File: src/verilog/hcih_pkg.sv
`default_nettype none
package hcih_pkg;
    localparam int          CLK_MHZ    = 125;
    localparam int          BASE_MHZ   = 12;
    localparam logic [17:0] Q_RATIO    = 18'((32 * CLK_MHZ + BASE_MHZ - 1) / BASE_MHZ);
    localparam int          Q_SHIFT    = 7;
    localparam int          FILT_NS    = 1000;
    localparam logic [7:0]  FILT_CYC   = 8'((FILT_NS * CLK_MHZ + 999) / 1000);
    localparam logic [5:0]  RPT_LAST   = 6'h3f;
    localparam logic [5:0]  DATA_OFS   = 6'h04;
    localparam logic [5:0]  IDX_CODE   = 6'h00;
    localparam logic [5:0]  IDX_STAT   = 6'h01;
    localparam logic [5:0]  IDX_LEN_LO = 6'h01;
    localparam logic [5:0]  IDX_LEN_HI = 6'h02;
    localparam logic [5:0]  IDX_ADDR   = 6'h03;
    localparam logic [5:0]  IDX_CANCEL = 6'h02;
    localparam logic [5:0]  IDX_SPEED  = 6'h03;
    localparam logic [5:0]  IDX_DIV    = 6'h04;
    localparam logic [7:0]  CMD_STATUS = 8'h10;
    localparam logic [7:0]  CMD_WRITE  = 8'h90;
    localparam logic [7:0]  CMD_READ   = 8'h91;
    localparam logic [7:0]  SUB_CANCEL = 8'h10;
    localparam logic [7:0]  SUB_SPEED  = 8'h20;
    localparam logic [7:0]  DIV_RST    = 8'h76;
    localparam logic [7:0]  RS_OK      = 8'h00;
    localparam logic [7:0]  RS_NACK    = 8'h01;
    localparam logic [7:0]  RS_CANCEL  = 8'h02;
    localparam logic [7:0]  RS_BADLEN  = 8'h03;
    localparam logic [7:0]  RS_BADCMD  = 8'h04;
    localparam logic [3:0]  ACK_BIT    = 4'h8;

    typedef enum logic [2:0] {
        S_RECV   = 3'b000,
        S_DECODE = 3'b001,
        S_START  = 3'b010,
        S_BIT    = 3'b011,
        S_NEXT   = 3'b100,
        S_STOP   = 3'b101,
        S_RESP   = 3'b110
    } hcih_st_type;

    typedef struct packed {
        logic scl;
        logic sda;
    } hcih_pin_in_type;

    typedef struct packed {
        logic scl_out;
        logic scl_oe;
        logic sda_out;
        logic sda_oe;
    } hcih_pin_out_type;

    typedef struct packed {
        logic        rs1;
        logic        rs2;
        logic [7:0]  fcnt;
        logic        prst;
        hcih_st_type st;
        logic [1:0]  ph;
        logic [9:0]  tmr;
        logic [7:0]  div;
        logic [5:0]  idx;
        logic [15:0] len;
        logic [6:0]  addr;
        logic        rw;
        logic        cont;
        logic        isaddr;
        logic        ack;
        logic [7:0]  sh;
        logic [3:0]  bitn;
        logic [7:0]  code;
        logic [7:0]  status;
        logic        scl_oe;
        logic        sda_oe;
        logic [7:0]  q0;
        logic [7:0]  q1;
        logic        wp;
        logic        rp;
        logic [1:0]  cnt;
    } hcih_state_type;
endpackage : hcih_pkg
`default_nettype wire

File: src/verilog/hcih_host.sv
`timescale 1ns/100ps
`default_nettype none
module hcih_host
    import hcih_pkg::*;
(
    input  wire logic             clk,
    input  wire logic             sys_rst,
    input  wire logic             rst_pin_n,
    input  wire logic             cmd_valid,
    output logic                  cmd_ready,
    input  wire logic [7:0]       cmd_data,
    output logic                  rsp_valid,
    input  wire logic             rsp_ready,
    output logic [7:0]            rsp_data,
    input  wire hcih_pin_in_type  i2c_in,
    output hcih_pin_out_type      i2c_out
);
    hcih_state_type s_ff;
    hcih_state_type nxt_s;
    logic [7:0]     rpt_mem [0:63];
    logic           buf_we;
    logic [5:0]     buf_wa;
    logic [7:0]     buf_wd;
    logic           push;
    logic [7:0]     push_data;
    logic           pop;
    logic           tick;

    // timer reload for one quarter bit; the timer spends one extra cycle at zero, hence one less
    function automatic logic [9:0] qtr(input logic [7:0] div);
        logic [17:0] p;
        p = (18'(div) + 18'h2) * Q_RATIO;
        return p[Q_SHIFT+9:Q_SHIFT] - 10'h1;
    endfunction : qtr

    function automatic hcih_state_type core_rst(input hcih_state_type cur);
        hcih_state_type r;
        r        = '0;
        r.st     = S_RECV;
        r.div    = DIV_RST;
        r.rs1    = cur.rs1;
        r.rs2    = cur.rs2;
        r.fcnt   = cur.fcnt;
        r.prst   = cur.prst;
        return r;
    endfunction : core_rst

    assign cmd_ready       = (s_ff.st == S_RECV) && !s_ff.prst;
    assign rsp_valid       = (s_ff.cnt != 2'h0);
    assign rsp_data        = s_ff.rp ? s_ff.q1 : s_ff.q0;
    assign pop             = rsp_valid && rsp_ready;
    assign tick            = (s_ff.tmr == 10'h0);
    assign i2c_out.scl_out = 1'b0;
    assign i2c_out.sda_out = 1'b0;
    assign i2c_out.scl_oe  = s_ff.scl_oe;
    assign i2c_out.sda_oe  = s_ff.sda_oe;

    always_comb begin
        nxt_s     = s_ff;
        buf_we    = 1'b0;
        buf_wa    = s_ff.idx;
        buf_wd    = cmd_data;
        push      = 1'b0;
        push_data = rpt_mem[s_ff.idx];
        // reset pin filter: assert only after a low lasting the full filter time
        nxt_s.rs1 = rst_pin_n;
        nxt_s.rs2 = s_ff.rs1;
        if (s_ff.rs2) begin
            nxt_s.fcnt = 8'h0;
            nxt_s.prst = 1'b0;
        end else if (s_ff.fcnt == FILT_CYC - 8'h1) begin
            nxt_s.prst = 1'b1;
        end else begin
            nxt_s.fcnt = s_ff.fcnt + 8'h1;
        end
        if (!tick) begin
            nxt_s.tmr = s_ff.tmr - 10'h1;
        end
        case (s_ff.st)
            S_RECV: begin
                if (cmd_valid) begin
                    buf_we    = 1'b1;
                    nxt_s.idx = s_ff.idx + 6'h1;
                    if (s_ff.idx == RPT_LAST) begin
                        nxt_s.st = S_DECODE;
                    end
                end
            end
            S_DECODE: begin
                nxt_s.code   = rpt_mem[IDX_CODE];
                nxt_s.status = RS_OK;
                nxt_s.idx    = 6'h0;
                nxt_s.st     = S_RESP;
                nxt_s.tmr    = qtr(s_ff.div);
                nxt_s.ph     = 2'h0;
                if (rpt_mem[IDX_CODE] == CMD_STATUS) begin
                    if (rpt_mem[IDX_SPEED] == SUB_SPEED) begin
                        nxt_s.div = rpt_mem[IDX_DIV];
                        nxt_s.tmr = qtr(rpt_mem[IDX_DIV]);
                    end
                    if (rpt_mem[IDX_CANCEL] == SUB_CANCEL && s_ff.cont) begin
                        nxt_s.status = RS_CANCEL;
                        nxt_s.cont   = 1'b0;
                        nxt_s.st     = S_STOP;
                    end
                end else if (rpt_mem[IDX_CODE] == CMD_WRITE || rpt_mem[IDX_CODE] == CMD_READ) begin
                    if (s_ff.cont) begin
                        if ((rpt_mem[IDX_CODE] == CMD_READ) != s_ff.rw) begin
                            nxt_s.status = RS_BADCMD;
                        end else begin
                            nxt_s.idx  = DATA_OFS;
                            nxt_s.sh   = rpt_mem[DATA_OFS];
                            nxt_s.bitn = 4'h0;
                            nxt_s.st   = S_BIT;
                        end
                    end else if ({rpt_mem[IDX_LEN_HI], rpt_mem[IDX_LEN_LO]} == 16'h0) begin
                        nxt_s.status = RS_BADLEN;
                    end else begin
                        nxt_s.len  = {rpt_mem[IDX_LEN_HI], rpt_mem[IDX_LEN_LO]};
                        nxt_s.addr = rpt_mem[IDX_ADDR][6:0];
                        nxt_s.rw   = (rpt_mem[IDX_CODE] == CMD_READ);
                        nxt_s.idx  = DATA_OFS;
                        nxt_s.st   = S_START;
                    end
                end else begin
                    nxt_s.status = RS_BADCMD;
                end
            end
            S_START: begin
                if (tick) begin
                    nxt_s.tmr = qtr(s_ff.div);
                    case (s_ff.ph)
                        2'h0: begin
                            nxt_s.scl_oe = 1'b0;
                            nxt_s.sda_oe = 1'b0;
                            if (i2c_in.scl) begin
                                nxt_s.ph = 2'h1;
                            end
                        end
                        2'h1: begin
                            nxt_s.sda_oe = 1'b1;
                            nxt_s.ph     = 2'h2;
                        end
                        default: begin
                            nxt_s.scl_oe = 1'b1;
                            nxt_s.sh     = {s_ff.addr, s_ff.rw};
                            nxt_s.isaddr = 1'b1;
                            nxt_s.bitn   = 4'h0;
                            nxt_s.ph     = 2'h0;
                            nxt_s.st     = S_BIT;
                        end
                    endcase
                end
            end
            S_BIT: begin
                if (tick) begin
                    nxt_s.tmr = qtr(s_ff.div);
                    case (s_ff.ph)
                        2'h0: begin
                            if (s_ff.bitn == ACK_BIT) begin
                                nxt_s.sda_oe = s_ff.rw && !s_ff.isaddr && (s_ff.len != 16'h1);
                            end else begin
                                nxt_s.sda_oe = (!s_ff.rw || s_ff.isaddr) && !s_ff.sh[7];
                            end
                            nxt_s.ph = 2'h1;
                        end
                        2'h1: begin
                            nxt_s.scl_oe = 1'b0;
                            nxt_s.ph     = 2'h2;
                        end
                        2'h2: begin
                            // client may hold the clock low; poll every cycle until it is seen high
                            if (!i2c_in.scl) begin
                                nxt_s.tmr = 10'h0;
                            end else begin
                                if (s_ff.bitn == ACK_BIT) begin
                                    nxt_s.ack = i2c_in.sda;
                                end else begin
                                    nxt_s.sh = {s_ff.sh[6:0], i2c_in.sda};
                                end
                                nxt_s.ph = 2'h3;
                            end
                        end
                        default: begin
                            nxt_s.scl_oe = 1'b1;
                            nxt_s.ph     = 2'h0;
                            if (s_ff.bitn == ACK_BIT) begin
                                nxt_s.st = S_NEXT;
                            end else begin
                                nxt_s.bitn = s_ff.bitn + 4'h1;
                            end
                        end
                    endcase
                end
            end
            S_NEXT: begin
                nxt_s.bitn = 4'h0;
                nxt_s.st   = S_BIT;
                if (s_ff.isaddr) begin
                    nxt_s.isaddr = 1'b0;
                    nxt_s.sh     = rpt_mem[s_ff.idx];
                    if (s_ff.ack) begin
                        nxt_s.status = RS_NACK;
                        nxt_s.st     = S_STOP;
                    end
                end else if (!s_ff.rw && s_ff.ack) begin
                    nxt_s.status = RS_NACK;
                    nxt_s.st     = S_STOP;
                end else begin
                    if (s_ff.rw) begin
                        buf_we = 1'b1;
                        buf_wd = s_ff.sh;
                    end
                    nxt_s.len = s_ff.len - 16'h1;
                    nxt_s.idx = s_ff.idx + 6'h1;
                    nxt_s.sh  = rpt_mem[s_ff.idx + 6'h1];
                    if (s_ff.len == 16'h1) begin
                        nxt_s.st = S_STOP;
                    end else if (s_ff.idx == RPT_LAST) begin
                        nxt_s.cont = 1'b1;
                        nxt_s.idx  = 6'h0;
                        nxt_s.st   = S_RESP;
                    end
                end
            end
            S_STOP: begin
                if (tick) begin
                    nxt_s.tmr = qtr(s_ff.div);
                    case (s_ff.ph)
                        2'h0: begin
                            nxt_s.scl_oe = 1'b1;
                            nxt_s.sda_oe = 1'b1;
                            nxt_s.ph     = 2'h1;
                        end
                        2'h1: begin
                            nxt_s.scl_oe = 1'b0;
                            if (!s_ff.scl_oe && i2c_in.scl) begin
                                nxt_s.ph = 2'h2;
                            end
                        end
                        default: begin
                            nxt_s.sda_oe = 1'b0;
                            nxt_s.cont   = 1'b0;
                            nxt_s.idx    = 6'h0;
                            nxt_s.ph     = 2'h0;
                            nxt_s.st     = S_RESP;
                        end
                    endcase
                end
            end
            S_RESP: begin
                case (s_ff.idx)
                    IDX_CODE:   push_data = s_ff.code;
                    IDX_STAT:   push_data = s_ff.status;
                    6'h02:      push_data = s_ff.len[7:0];
                    6'h03:      push_data = s_ff.len[15:8];
                    default:    push_data = rpt_mem[s_ff.idx];
                endcase
                if (s_ff.cnt != 2'h2) begin
                    push      = 1'b1;
                    nxt_s.idx = s_ff.idx + 6'h1;
                    if (s_ff.idx == RPT_LAST) begin
                        nxt_s.st = S_RECV;
                    end
                end
            end
            default: nxt_s.st = S_RECV;
        endcase
        // two-entry response buffer
        if (push) begin
            if (s_ff.wp) begin
                nxt_s.q1 = push_data;
            end else begin
                nxt_s.q0 = push_data;
            end
            nxt_s.wp = !s_ff.wp;
        end
        if (pop) begin
            nxt_s.rp = !s_ff.rp;
        end
        nxt_s.cnt = s_ff.cnt + {1'b0, push} - {1'b0, pop};
        if (s_ff.prst) begin
            nxt_s  = core_rst(nxt_s);
            buf_we = 1'b0;
        end
    end

    always_ff @(posedge clk) begin
        if (sys_rst) begin
            s_ff      <= core_rst('0);
            s_ff.rs1  <= 1'b1;
            s_ff.rs2  <= 1'b1;
        end else begin
            s_ff <= nxt_s;
        end
    end

    always_ff @(posedge clk) begin
        if (buf_we) begin
            rpt_mem[buf_wa] <= buf_wd;
        end
    end
endmodule : hcih_host
`default_nettype wire

File: config.mk
export PLATFORM = sky130hd
export DESIGN_NAME = hcih_host
export DESIGN_NICKNAME = d
export VERILOG_FILES = /design/src/verilog/hcih_pkg.sv /design/src/verilog/hcih_host.sv
export SDC_FILE = /design/constraint.sdc
export NUM_CORES = 1
export LEC_CHECK = 0
export BUFFER_PORTS_ARGS = -buffer_cell sky130_fd_sc_hd__buf_2
export CAP_MARGIN = 10
export CELL_PAD_IN_SITES_DETAIL_PLACEMENT = 1
export CELL_PAD_IN_SITES_GLOBAL_PLACEMENT = 1
export CORE_MARGIN = 3
export CORE_UTILIZATION = 55
export DETAILED_ROUTE_END_ITERATION = 7
export GPL_TIMING_DRIVEN = 1
export PLACE_DENSITY = 0.87
export SETUP_SLACK_MARGIN = 0.2
export SYNTH_ARGS = -nofsm -noshare
export SYNTH_HDL_FRONTEND = slang
export SYNTH_SLANG_ARGS = --single-unit
File: constraint.sdc
create_clock -name clk -period 7.14 [get_ports clk]
set_input_delay 0.714 -clock clk [delete_from_list [all_inputs] [get_ports clk]]
set_output_delay 0.714 -clock clk [all_outputs]
set_load 0.1 [all_outputs]
==> summary.txt <==
Status
  • Status: complete, no violations

Yosys
  • Post-synth EDFFs: 512
  • Post-synth top area cell: edfxtp_1
  • Async SR Flop Fraction: 0
  • Post-Syn Instances: 2339
  • Main synth FF type: edfxtp_1
  • Top cells by area, synth: edfxtp_1 45%, mux4_2 22%, dfxtp_1 6.9%, ha_1 4.0%, nor2_1 2.1%
  • Syn Area/Cell: 14.5 µm²
  • Syn Std Cell Area: 34000 µm²
  • Top-count cell post-synth: edfxtp_1
  • Synth top cells by count: 512 x edfxtp_1, 336 x mux4_2, 192 x nor2_1
  • Count of cell types in the netlist: 91
  • Yosys top cell area share: 0.452
  • Synth Register Bits: 630
  • Sequential-to-total area share from yosys stat: 0.521
  • Synth warn: 0

Finish
  • Layout cells sized above 1: 0.239
  • Layout Nets: 2481
  • Final std cells w/o fill: 3175
  • P&R area growth vs syn: 9.32%
  • Cell area after layout: 37200 µm²

Die
  • Die Area: 64900 µm²
  • Core area: 60800 µm²
  • Chip Width: 255 µm
  • Row count: 90
  • Number of top-level pins: 29
  • Effective utilization at floorplan: 0.559
  • DIE HEIGHT: 255 µm

Global routing
  • Pin count of the biggest net entering global routing: 68
  • Gr usage total: 0.357
  • GRT overflow: 0
  • Number of global-route vias before repair: 24500
  • Antenna violations before repair: 12
  • First-pass GRT wire length: 169 mm

Hold path
  • Hold Path Class: input port to flip-flop

Clock tree
  • Worst-path clk slew: 0.07 ns
  • CTS HTree Levels: 3
  • CTS sink cnt: 630
  • TritonCTS clock tree: yes
  • TritonCTS Buffers: 69
  • Hold-fix buffers at CTS: 0
  • CTS max path bufs: 3
  • CTS root buffer: clkbuf_16
  • Postcts setup bufs: 0
  • CTS resizes: 0
  • Clk Latency, worst-skew pair: 0.64 ns

Critical path
  • Max FO, Critical Path: 11
  • Worst path required time: 7.64 ns
  • Crit path kind: flip-flop to flip-flop
  • Startpoint Class: flip-flop
  • CP Capture Type: flip-flop
  • CP arrival: 6.63 ns

Timing
  • Endpoints failing setup: 0
  • FMAX: 0.163 GHz
  • Hold Fails Final Rpt: 0
  • RSZ-0062 raised after global routing: no
  • Fin Hold WS: 0.322 ns
  • Worst Skew: 0.0250 ns
  • Slew Viols, Final: 0
  • Rel. slew slack: 0.181
  • Final worst path period need: 6.13 ns
  • Fin worst setup slack: 1.01 ns
  • Period utilisation layout: 0.859
  • Setup TNS: 0 ns
  • Worst Tran Pin Value: 1.22 ns

Power
  • Sw frac: 0.362
  • Clock network power share: 0.276
  • Cell Pwr Density: 361 nW/µm²
  • Sw power: 4870 µW
  • Int Power: 8560 µW
  • Gate power share: 0.399
  • Seq pwr share: 0.326
  • Lkg Pwr: 0.0123 µW
  • Max VDD drop: 0.267 mV

Flow run
  • Max Cap Viol: 0

Route
  • Met2 wire length: 53.2 mm
  • Routed wl met3: 14.1 mm
  • Vias per Instance: 7.55
  • Highest routing layer actually used: met5
  • 1st-pass router iterations: 6
  • DR iter-0 viols: 3405
  • WL met1: 39.2 mm
  • Antenna Nets Post-Route: 0
  • Vias: 24000
  • DRC Markers: 0
  • Routed len/inst: 35.9 µm
  • Final wirelength: 114 mm

Placed design
  • Placed cell areas: 34800 µm²
  • Final HPWL DP: 71.9 mm
  • Placed cell count: 3041
  • Setup slack at placement: 1.29 ns
  • Port bufs: 26
  • Routability cong.: 0.930
cells in the final DEF, fill, tap and decap left out, types with 12 or more instances in the layout:
| cell type | n |
|---|---|
| a22oi_1 | 16 |
| dfxtp_1 | 114 |
| nand3_1 | 37 |
| mux2_2 | 14 |
| or3_1 | 12 |
| xor2_1 | 22 |
| clkinv_2 | 17 |
| nor2b_1 | 13 |
| nand2_1 | 157 |
| buf_4 | 33 |
| nand2b_1 | 14 |
| inv_1 | 111 |
| ha_1 | 107 |
| nor2_1 | 192 |
| edfxtp_1 | 512 |
| mux2i_1 | 24 |
| nor3_1 | 25 |
| o21ai_1 | 23 |
| mux4_2 | 336 |
| clkbuf_16 | 70 |
| a211oi_1 | 16 |
| buf_2 | 26 |
| xnor2_1 | 41 |
| o21ai_0 | 46 |
| nor4_1 | 13 |
| a21oi_1 | 123 |
| fa_1 | 28 |
final cells by class:
class | count | area [µm²]
tap | 782 | 978
antenna | 8 | 20.0
fill | 5544 | 23600
inverter | 111 | 417
multi-input combinational | 1456 | 15300
timing repair buffer | 62 | 438
clock buffer | 87 | 1890
clock inverter | 39 | 414
sequential | 630 | 17700
through the flow:
step,total power [µW],utilization
after CTS,13300,0.611
after floorplan,7930,-
after detailed placement,9500,0.573
final,13400,0.612
after global placement,9270,0.573
after global routing,13800,0.611
final timing paths:
path	start	to	slack, ns	cells after the start
setup reg to reg	rpt_mem[4][1]	s_ff[98]	1.01	18
setup / recovery	rpt_mem[4][1]	s_ff[98]	1.01	18
hold / removal	rst_pin_n	s_ff[116]	0.32	2
hold reg to reg	s_ff[10]	s_ff[10]	0.45	2
state kept, by name (all words and copies together) (netlist names), named ones only:
| register | count |
|---|---|
| buf_wa | 6 |
| i2c_out | 2 |
| s_ff | 104 |
| rpt_mem | 512 |
critical path: stages, from the launching register on:
cell and delay, ns:
edfxtp_1 0.71, inv_1 0.25, ha_1 0.38, inv_1 0.12, ha_1 0.31, inv_1 0.07, fa_1 0.50, inv_1 0.05
fa_1 0.52, fa_1 0.42, ha_1 0.38, a21oi_1 0.21, o21ai_0 0.18, a221o_1 0.42, a211o_1 0.39, a211oi_4 0.41
xnor2_1 0.17, a2111oi_2 0.39, nor3_1 0.10
metal layers:
| layer | vias up | global-route usage |
|---|---|---|
| met2 | 2074 | 0.564 |
| li1 | 9197 | - |
| met5 | - | 0 |
| met3 | 560 | 0.107 |
| met4 | 14 | 0.190 |
| met1 | 12100 | 0.448 |
power groups by stage:
stage | sequential, µW | combinational, µW | clock, µW
2_1_floorplan | 4250 | 3680 | 0
3_3_place_gp | 4420 | 4850 | 0
3_5_place_dp | 4430 | 5070 | 0
4_1_cts | 4360 | 5210 | 3700
5_1_grt | 4380 | 5520 | 3850
6_report | 4380 | 5350 | 3700
cell families (layout without fill, tap and decap cells):
kind of cell	count (synthesis)	in the layout	share of synthesized area
other	1	10	0.000110
muxes	379	379	0.236
DFF	630	630	0.521
adders and majority gates	136	136	0.0562
and+or+nand+nor	546	546	0.0759
xor gates and xnor gates	67	67	0.0175
buffers and inverters	254	299	0.0313
AOI/OAI and AO/OA	326	326	0.0617
Power figures use the tool's default switching activity.
